### config.mk
export PLATFORM = sky130hd
export DESIGN_NAME = shrp_port
export DESIGN_NICKNAME = d
export VERILOG_FILES = /design/src/verilog/shrp_pkg.sv /design/src/verilog/shrp_port.sv
export SDC_FILE = /design/constraint.sdc
export NUM_CORES = 2
export LEC_CHECK = 0
export ABC_CLOCK_PERIOD_IN_PS = 6800
export BUFFER_PORTS_ARGS = -buffer_cell sky130_fd_sc_hd__buf_4
export CORE_MARGIN = 3
export CORE_UTILIZATION = 55
export DETAILED_ROUTE_END_ITERATION = 10
export PLACE_DENSITY_LB_ADDON = 0.08
export SETUP_SLACK_MARGIN = 0.4
export SLEW_MARGIN = 20
export SYNTH_ARGS = -nofsm -noshare
export SYNTH_HDL_FRONTEND = slang
export SYNTH_SLANG_ARGS = --single-unit
### constraint.sdc
create_clock -name clk_i -period 6.8 [get_ports clk_i]
set_input_delay 0.34 -clock clk_i [delete_from_list [all_inputs] [get_ports clk_i]]
set_output_delay 0.34 -clock clk_i [all_outputs]
set_load 0.02 [all_outputs]
### src/verilog/shrp_pkg.sv
/*
  shrp_pkg: constants shared by the serial host register port.
  Assumes nothing of its surroundings; imported whole by the port module.
*/
package shrp_pkg;

  // command word layout, bit 15 shifted first
  localparam int CMD_DIR_BIT    = 15;  // 1 = read
  localparam int CMD_EVERY_BIT  = 14;  // write_everyone_bit
  localparam int CMD_EXTMEM_BIT = 13;  // external_memory_bit, not used here
  localparam int CMD_STEP_BIT   = 12;  // burst_step_bit
  localparam int CMD_ID_MSB     = 11;
  localparam int CMD_ID_LSB     = 7;
  localparam int CMD_ADDR_MSB   = 6;
  localparam int CMD_ADDR_LSB   = 0;

  // word geometry
  localparam int          WORD_W    = 16;
  localparam logic [3:0]  LAST_BIT  = 4'hf;  // count of the final bit of a word
  localparam int          ID_W      = 5;
  localparam int          ADDR_W    = 7;

  // host-port configuration register
  localparam logic [6:0]  HOST_PORT_CONFIG_OFS = 7'h00;
  localparam logic [15:0] HOST_PORT_CONFIG_RST = 16'h0000;
  localparam int          CFG_ID_LSB           = 0;   // chain id, bits 4:0
  localparam int          CFG_PASSOFF_BIT      = 5;   // passthrough_off_bit
  localparam int          CFG_SHARED_BIT       = 6;   // shared_output_enable_bit
  localparam logic [15:0] CFG_WRITE_MASK       = 16'h007f;

  // pin levels held by the output flops during reset
  localparam logic        SERIAL_OUT_LINE_RST    = 1'b1;
  localparam logic        SERIAL_OUT_LINE_OE_RST = 1'b1;

  // host timing, in shift-clock periods (host keeps these)
  localparam int READ_TURNAROUND_GAP  = 4;
  localparam int WRITE_TURNAROUND_GAP = 1;
  localparam int COMMAND_GAP          = 3;
  localparam int CONFIG_COMMAND_GAP   = 4;

  // access sequencer states
  typedef enum logic [3:0] {
    ST_IDLE = 4'b0001,
    ST_CMD  = 4'b0010,
    ST_DATA = 4'b0100,
    ST_DONE = 4'b1000
  } shrp_state_t;

endpackage

### src/verilog/shrp_port.sv
/*
  shrp_port: slave end of the four-wire serial host register port, with its
  register store, chain id and loop-through output.
  Assumes the shift clock, select and serial input arrive from pins unrelated
  to clk_i and run at least eight times slower than clk_i.
*/
// Overview of operation
// - sample serial input on shift clock rise
// - change read output on shift clock fall
// - ignore shift clock while select is high
// - access opens on select fall, 32+ bits
// - first 16 bits after select fall: command
// - bit 15 chooses read or write
// - write_everyone_bit set: write ignoring chain id
// - write_everyone_bit clear: write needs id match
// - burst_step_bit set: address steps per word
// - burst_step_bit clear: exactly one data word
// - accept only when chain id field matches, or on a write with write_everyone_bit set
// - chain id is zero after reset
// - bits 6:0 give register or start address
// - four idle periods before read data
// - loop input to output except during reads
// - passthrough_off_bit holds output high except during reads
// - shared_output_enable_bit floats output when deselected
`timescale 1ns/10ps
module shrp_port
  import shrp_pkg::*;
#(
  parameter int REG_COUNT = 128
) (
  // clock, reset, enable
  input  wire logic clk_i,
  input  wire logic rst_n_i,
  input  wire logic en_i,
  // serial pins from the host
  input  wire logic sclk_i,
  input  wire logic cs_n_i,
  input  wire logic serial_in_line_i,
  // serial output pin, split into level and enable
  output logic      serial_out_line_o,
  output logic      serial_out_line_oe_o
);

  // two-flop synchronisers plus a third stage for edge finding
  logic [2:0] sclk_sy_r, sclk_sy_nxt;
  logic [2:0] cs_sy_r,   cs_sy_nxt;
  logic [1:0] din_sy_r,  din_sy_nxt;

  always_comb begin
    sclk_sy_nxt = {sclk_sy_r[1:0], sclk_i};
    cs_sy_nxt   = {cs_sy_r[1:0], cs_n_i};
    din_sy_nxt  = {din_sy_r[0], serial_in_line_i};
  end

  always_ff @(posedge clk_i or negedge rst_n_i) begin
    if (!rst_n_i) begin
      sclk_sy_r <= 3'h0;
      cs_sy_r   <= 3'h7;
      din_sy_r  <= 2'h3;
    end else if (en_i) begin
      sclk_sy_r <= sclk_sy_nxt;
      cs_sy_r   <= cs_sy_nxt;
      din_sy_r  <= din_sy_nxt;
    end
  end

  // only second and third stages are looked at
  logic sclk_rise;
  logic sclk_fall;
  logic cs_high;
  logic cs_fall;
  logic din;
  assign sclk_rise = sclk_sy_r[1] & ~sclk_sy_r[2];
  assign sclk_fall = ~sclk_sy_r[1] & sclk_sy_r[2];
  assign cs_high   = cs_sy_r[1];
  assign cs_fall   = ~cs_sy_r[1] & cs_sy_r[2];
  assign din       = din_sy_r[1];

  // register store; word 0 is the host-port configuration held apart
  logic [WORD_W-1:0] regs [REG_COUNT];
  logic [WORD_W-1:0] host_port_config_r, host_port_config_nxt;

  // access sequencer state
  shrp_state_t       state_r,  state_nxt;
  logic [3:0]        cnt_r,    cnt_nxt;
  logic [WORD_W-1:0] sh_in_r,  sh_in_nxt;
  logic [WORD_W-1:0] sh_out_r, sh_out_nxt;
  logic [WORD_W-1:0] cmd_r,    cmd_nxt;
  logic [ADDR_W-1:0] addr_r,   addr_nxt;
  logic              rd_bit_r, rd_bit_nxt;
  logic              serial_out_line_r,  serial_out_line_nxt;
  logic              sdoe_r,   sdoe_nxt;
  logic              mem_we;
  logic [WORD_W-1:0] mem_wdata;

  // fetch a word for the read path
  function automatic logic [WORD_W-1:0] fetch(input logic [ADDR_W-1:0] a,
                                              input logic [WORD_W-1:0] cfg);
    if (a == HOST_PORT_CONFIG_OFS) begin
      fetch = cfg;
    end else if (32'(a) < REG_COUNT) begin
      fetch = regs[a];
    end else begin
      fetch = '0;
    end
  endfunction

  // chain id compare for the current command
  logic id_match;
  logic rd_access;
  assign id_match  = cmd_r[CMD_ID_MSB:CMD_ID_LSB] ==
                     host_port_config_r[CFG_ID_LSB +: ID_W];
  assign rd_access = (state_r == ST_DATA) && cmd_r[CMD_DIR_BIT] && id_match;

  // sequencer next state; the select level overrides all shift activity
  always_comb begin
    logic [WORD_W-1:0] word;
    word                 = {sh_in_r[WORD_W-2:0], din};
    state_nxt            = state_r;
    cnt_nxt              = cnt_r;
    sh_in_nxt            = sh_in_r;
    sh_out_nxt           = sh_out_r;
    cmd_nxt              = cmd_r;
    addr_nxt             = addr_r;
    rd_bit_nxt           = rd_bit_r;
    host_port_config_nxt = host_port_config_r;
    mem_we               = 1'b0;
    mem_wdata            = word;
    if (cs_high) begin
      state_nxt = ST_IDLE;
    end else if (cs_fall) begin
      state_nxt = ST_CMD;
      cnt_nxt   = 4'h0;
    end else begin
      unique case (state_r)
        ST_IDLE: begin
          state_nxt = ST_IDLE;
        end
        ST_CMD: begin
          if (sclk_rise) begin
            sh_in_nxt = word;
            cnt_nxt   = cnt_r + 4'h1;
            if (cnt_r == LAST_BIT) begin
              cmd_nxt    = word;
              addr_nxt   = word[CMD_ADDR_MSB:CMD_ADDR_LSB];
              state_nxt  = ST_DATA;
              // prepared on the rise of the last command bit, before the read turnaround gap
              // nothing is shifted yet: the fall that closes this bit puts out bit 15,
              // otherwise that fall would push bit 15 out before the host saw it
              sh_out_nxt = fetch(word[CMD_ADDR_MSB:CMD_ADDR_LSB], host_port_config_r);
            end
          end
        end
        ST_DATA: begin
          if (sclk_rise) begin
            sh_in_nxt = word;
            cnt_nxt   = cnt_r + 4'h1;
            if (cnt_r == LAST_BIT) begin
              // write accepted on a broadcast or an id match
              if (!cmd_r[CMD_DIR_BIT] && (cmd_r[CMD_EVERY_BIT] || id_match)) begin
                if (addr_r == HOST_PORT_CONFIG_OFS) begin
                  host_port_config_nxt = word & CFG_WRITE_MASK;
                end else begin
                  mem_we = 1'b1;
                end
              end
              if (cmd_r[CMD_STEP_BIT]) begin
                addr_nxt   = addr_r + 7'h01;
                sh_out_nxt = fetch(addr_nxt, host_port_config_r);
              end else begin
                state_nxt = ST_DONE;
              end
            end
          end else if (sclk_fall && rd_access) begin
            rd_bit_nxt = sh_out_r[WORD_W-1];
            sh_out_nxt = {sh_out_r[WORD_W-2:0], 1'b0};
          end
        end
        ST_DONE: begin
          state_nxt = ST_DONE; // further words are ignored until select rises
        end
        default: begin
          state_nxt = ST_IDLE;
        end
      endcase
    end
  end

  // output pin: registered, so the loop-through adds a few clk_i of delay
  always_comb begin
    if (rd_access) begin
      serial_out_line_nxt = rd_bit_r;
    end else if (host_port_config_r[CFG_PASSOFF_BIT]) begin
      serial_out_line_nxt = 1'b1;
    end else begin
      serial_out_line_nxt = din;
    end
    sdoe_nxt = host_port_config_r[CFG_SHARED_BIT] ? ~cs_high : 1'b1;
  end

  always_ff @(posedge clk_i or negedge rst_n_i) begin
    if (!rst_n_i) begin
      state_r            <= ST_IDLE;
      cnt_r              <= 4'h0;
      sh_in_r            <= '0;
      sh_out_r           <= '0;
      cmd_r              <= '0;
      addr_r             <= '0;
      rd_bit_r           <= SERIAL_OUT_LINE_RST;
      host_port_config_r <= HOST_PORT_CONFIG_RST;
      serial_out_line_r            <= SERIAL_OUT_LINE_RST;
      sdoe_r             <= SERIAL_OUT_LINE_OE_RST;
    end else if (en_i) begin
      state_r            <= state_nxt;
      cnt_r              <= cnt_nxt;
      sh_in_r            <= sh_in_nxt;
      sh_out_r           <= sh_out_nxt;
      cmd_r              <= cmd_nxt;
      addr_r             <= addr_nxt;
      rd_bit_r           <= rd_bit_nxt;
      host_port_config_r <= host_port_config_nxt;
      serial_out_line_r            <= serial_out_line_nxt;
      sdoe_r             <= sdoe_nxt;
    end
  end

  // store has no reset; its contents are outside this block's concern
  always_ff @(posedge clk_i) begin
    if (en_i && mem_we && 32'(addr_r) < REG_COUNT) begin
      regs[addr_r] <= mem_wdata;
    end
  end

  assign serial_out_line_o    = serial_out_line_r;
  assign serial_out_line_oe_o = sdoe_r;

endmodule // shrp_port

# After elaboration in Yosys (flattened, before gate mapping)
# Memory sizes are Yosys's and may differ from the RTL's.
# Index checks and enable logic that the tools add are counted.
word_totals:
  reg_bits: 80
  mem_bits_rw: 2048
  inputBits: 6
  out_inout_bits: 2
  wordCells: 102
  n_memories: 1
op_classes:
  addsub: 2
  eq_ne: 18
  muxes: 38
  n_bitwise: 8
  reduce_logical: 22
mem_list:
  columns: ["name", "depth", "word_bits", "rd", "rd_clocked_by_memory_dff", "write_ports", "line", "source"]
  rows:
  - ["regs", 128, 16, 2, 0, 1, "shrp_port.sv:80", "logic [WORD_W-1:0] regs [REG_COUNT];"]
op_table:
  columns: ["operator", "count"]
  rows:
  - ["$mux 16", 8]
  - ["$mux 4", 10]
  - ["$mux 7", 5]
  - ["$pmux 16 s2", 1]
  - ["$logic_not 7->1", 3]
  - ["$reduce_and 6->1", 3]
  - ["$reduce_and 9->1", 2]
  - ["$ne 4x4->1 const B", 4]
  - ["$pmux 7 s2", 1]
  - ["$mux 1", 12]
  - ["$pmux 4 s3", 1]
  - ["$eq 4x4->1 const B", 2]
  - ["$ne 2x2->1 const B", 4]
  - ["$reduce_and 8->1", 1]
  - ["$add 7x1->7 const B", 1]
  - ["$ne 3x2->1 const B", 2]
  - ["$reduce_bool 2->1", 3]
  - ["$eq 5x5->1", 1]
  - ["$logic_and 1x1->1", 5]
  - ["$not 1->1", 5]
  - ["$reduce_and 5->1", 1]
  - ["$add 4x1->4 const B", 1]
  - ["$eq 4x2->1 const B", 1]
  - ["$eq 4x3->1 const B", 1]
  - ["8 further kinds", 10]

# Logic depth before layout (Yosys ltp)
depth:
  ltp_word: 12
  ltp_mapped: 20
  depth_no_buf: 10

# Worst setup path before layout
# No wires, ideal clock.
synth_path:
  path_kind: "reg2reg"
  start: "register sh_in_r[1]"
  end: "register sh_out_r[7]"
  arrival_time_ns: 4.082
  t_required_ns: 6.664
  path_slack_ns: 2.582
  stages_incl_launch_ff: 11
  synth_period_minus_slack_ns: 4.218
  path_cell_list: "dfrtp_1 buf_2 buf_2 buf_2 buf_2 buf_2 mux4_2 a22oi_1 a21oi_1 nor4_1 a31oi_1"
synth_between:
  elab_chain_len: 5
  elab_cells_between_ends: 6
  cone_classes: "mux: 4; reduce/logical: 1; memory: 1"
synth_rtl:
  columns: ["item", "line", "source"]
  rows:
  - ["start: declaration", "shrp_port.sv:86", "logic [WORD_W-1:0] sh_in_r, sh_in_nxt;"]
  - ["start signal: assignment", "shrp_port.sv:216", "sh_in_r <= sh_in_nxt;"]
  - ["$mem_v2 128x16 / $logic_not 7->1 (equally long branches)", null, null]
  - ["$mux 16 *", "shrp_port.sv:99", "if (a == HOST_PORT_CONFIG_OFS) begin"]
  - ["$mux 16 *", "shrp_port.sv:143", "if (cnt_r == LAST_BIT) begin"]
  - ["$mux 16 *", "shrp_port.sv:140", "if (sclk_rise) begin"]
  - ["$pmux 16 s2 *", "shrp_port.sv:135", "unique case (state_r)"]
  - ["end signal: assignment", "shrp_port.sv:217", "sh_out_r <= sh_out_nxt;"]
  - ["end: declaration", "shrp_port.sv:87", "logic [WORD_W-1:0] sh_out_r, sh_out_nxt;"]
# Every way passes the cells marked *; elsewhere a longest branch is shown, timed or not. The select of a mux whose other input is x is not followed.
# A chain may end at the register's enable or synchronous reset.

# Final worst setup path
layout_path:
  start: "register addr_r[0]"
  end: "register sh_out_r[12]"
layout_between:
  elab_chain_len: 7
  elab_cells_between_ends: 8
  cone_classes: "add/sub: 1; mux: 5; reduce/logical: 1; memory: 1"
layout_rtl:
  columns: ["item", "line", "source"]
  rows:
  - ["start: declaration", "shrp_port.sv:89", "logic [ADDR_W-1:0] addr_r, addr_nxt;"]
  - ["start signal: assignment", "shrp_port.sv:219", "addr_r <= addr_nxt;"]
  - ["$add 7x1->7 *", "shrp_port.sv:168", "addr_nxt = addr_r + 7'h01;"]
  - ["$mem_v2 128x16 / $logic_not 7->1 (equally long branches)", null, null]
  - ["$mux 16 *", "shrp_port.sv:99", null]
  - ["$mux 16 *", "shrp_port.sv:167", "if (cmd_r[CMD_STEP_BIT]) begin"]
  - ["$mux 16 *", "shrp_port.sv:158", "if (cnt_r == LAST_BIT) begin"]
  - ["$mux 16 *", "shrp_port.sv:155", "if (sclk_rise) begin"]
  - ["$pmux 16 s2 *", "shrp_port.sv:135", null]
# Marks and branches as above.

==> key figures <==
Logic synthesis
  • FFs w/ async S/R, synth: 0.0340
  • Synth Area per Inst: 18.7 µm²
  • Area leader, netlist: edfxtp_1
  • Most used DFF post-synth: edfxtp_1
  • Yosys warns: 0
  • Syn Nets: 5307
  • Largest cells by area after synthesis: edfxtp_1, mux4_2, nand2_1
  • Post-synth EDFFs: 2048
  • Distinct cells, synth: 80
  • Top-count cell post-synth: edfxtp_1
  • Share of the yosys chip area belonging to registers: 0.638
  • Post-synthesis cell count: between 5000 and 6000
  • Top cell type's share of synthesized area: 0.619
  • Post-synth top cells: edfxtp_1, mux4_2, nand2_1
  • Cell Area, Synth: 99300 µm²
  • #FFs+latches synth: roughly 2100

Floorplan
  • Die Y: 431 µm
  • Row count: 155
  • Die ar.: between 150000 and 200000 µm²
  • Die W: 431 µm
  • Num ports: 8
  • Core ar.: 179000 µm²
  • Effective utilization at floorplan: 0.555

Setup path
  • Crit path capture type: register
  • CP dominant cell by count: a31oi_1
  • CP required: between 7 and 8 ns
  • Internal reg-to-reg setup slack: 1.56 ns
  • Crit path max fanout: 31
  • Critical path's largest stage delay: ~0.98 ns
  • RR Endpoint: sh_out_r[12]
  • WP data arrival: 5.97 ns
  • RR Startpoint: addr_r[0]
  • CP Cell Sequence: ha_1 -> and2_1 -> nand2_1 -> xnor2_2 -> buf_4 -> a311oi_1 -> a31oi_1 -> nor2_1 -> o21ai_0 -> a31oi_1
  • Startpoint Class: register
  • Reg2Reg Depth: 10
  • Slowest cell on crit path: xnor2_2
  • Worst Setup Path Type: register to register

Placement
  • GPL Wtd Cong: 1.00
  • Place WS: about 1.8 ns
  • Area after DPL: 103000 µm²
  • Port bufs: 7
  • HPWL Detailed: 200000 µm

STA
  • Maximum clock rate: 191 MHz
  • Minimum clock period: 5.24 ns
  • Final-report hold violation count: 0
  • RSZ-0062 raised after global routing: false
  • Final setup viols: 0
  • Rel. slew slack: 0.155
  • Setup TNS after final layout: 0 ns
  • Setup ws final: 1.56 ns
  • Final Skew: 0.0344 ns
  • Period utilization: 0.771
  • Max-slew violations: 0
  • Worst slew pin tran: approximately 1.2 ns

GRT
  • Overflow after GRT: 0
  • Number of global-route vias before repair: about 57000
  • Largest net degree at the start of global routing: 128
  • First-pass GRT wire length: approximately 450000 µm
  • Antenna violations before repair: 8
  • GRT Total Usage: 0.352

Drt
  • Routed len/inst: between 40 and 50 µm
  • Total number of vias: 59000
  • Antenna Nets Post-Route: 0
  • 1st-pass router iterations: 7
  • 1st-iter DRT viols: 9757
  • DRC Markers: 0
  • Avg Vias per Cell: 7.42
  • DRT Wirelength: 324000 µm

Worst hold path
  • HP Start: en_i
  • Hold EP: serial_out_line_oe_o
  • Hold path depth: 3
  • Hold Path Class: primary input to register

CTS
  • Root Buffer: clkbuf_16
  • Clk_lat worst skew: 0.89 ns
  • Hold buffers post-CTS: 10
  • Clock sinks: 2120
  • H-tree levels: 4
  • Post-cts sizing count: 0
  • Post-CTS Setup Repair Bufs: 0
  • Worst-path clk slew: around 0.070 ns
  • Longest Clk Path Bufs: 3
  • CTS tree: done
  • Num CTS Buffers: 218

Finish
  • Layout cells sized above 1: 0.335
  • Finished Core Util: 0.616
  • Area growth from synthesis to layout: 11.1%
  • Final Cell Area: 110000 µm²
  • Nets@finish: 5418

Power
  • Internal power: approximately 23000 µW
  • Net Switching: 8910 µW
  • Sw frac: 0.279
  • Sequential fraction of design power: 0.459
  • Clock Power Share: 0.369
  • PwrDens: 290 nW/µm²
  • Gate power share: 0.172
  • VDD IR-drop max: about 290 µV
  • Leakage power: 0.0332 µW

Job
  • Max Cap Violations: 0

Status
  • Status: finished clean
power groups by stage:
stage	clock [µW]	combinational (µW)	sequential, µW
floorplan	0	3470	14900
global placement	0	5420	14900
detailed placement	0	5420	14900
CTS	11900	5440	14700
global route	12400	5710	14700
finish	11800	5510	14700
logic make-up (layout without fill, tap and decap cells):
logic type / after synthesis / in the layout / synth area share
mux: 1242 / 1242 / 0.258
compound gates: 466 / 466 / 0.0332
buf+inv: 417 / 720 / 0.0231
simple gates: 1035 / 1035 / 0.0457
xor+xnor: 15 / 15 / 0.00147
flops: 2120 / 2120 / 0.638
fa+ha+maj: 3 / 3 / 0.000378
other cells: 0 / 4 / 0
metrics by stage:
step	total power (µW)	hold WS [ns]	cells
after detailed placement	20400	0.230	7534
after floorplan	18400	0.0444	5298
after global placement	20300	0.224	7533
final	32000	0.358	7960
after CTS	32000	0.309	7956
after global routing	32800	0.354	7956
sequential cells by signal (all words and copies together) (netlist names):
register and cells:
din_sy_r 2, serial_out_line_oe_o 1, sclk_sy_r 3, rd_bit_r 1
state_r 4, host_port_config_r 7, regs 2048, cnt_r 4
cmd_r 8, sh_in_r 15, addr_r 7, sh_out_r 16
cs_sy_r 3, serial_out_line_o 1
layer usage:
| metal | vias up | global-route usage | part of all wire |
|---|---|---|---|
| met5 | - | 0 | 0.000040 |
| met3 | 666 | 0.0904 | 0.12 |
| met1 | 31400 | 0.497 | 0.37 |
| li1 | 22700 | - | - |
| met4 | 2 | 0.157 | 0.052 |
| met2 | 4235 | 0.526 | 0.46 |
how the worst max path moves through the flow:
stage          startpoint      endpoint  slack (ns)  depth (start not counted)
4_1_cts         addr_r[0]   sh_out_r[5]        1.73                          9
3_5_place_dp    addr_r[0]   sh_out_r[5]        1.78                          9
3_3_place_gp    addr_r[0]   sh_out_r[5]        1.41                          9
5_1_grt         addr_r[0]   sh_out_r[5]        1.49                          9
2_1_floorplan  sh_in_r[1]   sh_out_r[7]        2.58                         10
6_report        addr_r[0]  sh_out_r[12]        1.56                         10
worst max-delay path, delay by kind of cell (launching register included):
family / cells / cell delay (ns)
XOR/XNOR: 1 / 0.98
adder cells (fa/ha/maj): 1 / 0.67
buffers and inverters: 1 / 0.45
AND/OR/NAND/NOR: 3 / 0.67
AO/OA/AOI/OAI: 4 / 1.45
flip-flops: 1 / 0.80
cells in the final DEF (no fill, tap or decap), drive strengths merged, types with 42 or more instances in the layout:
cell type  netlist  layout
mux2            50      50
a211oi          53      53
dfrtp           63      63
a22oi           48      48
clkinv           1     112
mux2i          140     140
clkbuf         128     279
mux4          1052    1052
a21oi           53      53
edfxtp        2048    2048
nand2          490     490
buf            281     290
nand3          182     182
a31oi           55      55
o21ai           70      70
and3            42      42
nor2           204     204
layout make-up:
class / count / area (µm²)
fill: 12700 / 68700
sequential: 2120 / 63400
multi-input combinational: 2761 / 34200
clock buffer: 279 / 5810
tap: 2355 / 2950
timing repair buffer: 300 / 2700
clock inverter: 133 / 1230
inverter: 8 / 35.0
antenna: 4 / 10.0
No activity file was read; power rests on OpenSTA's default activity.
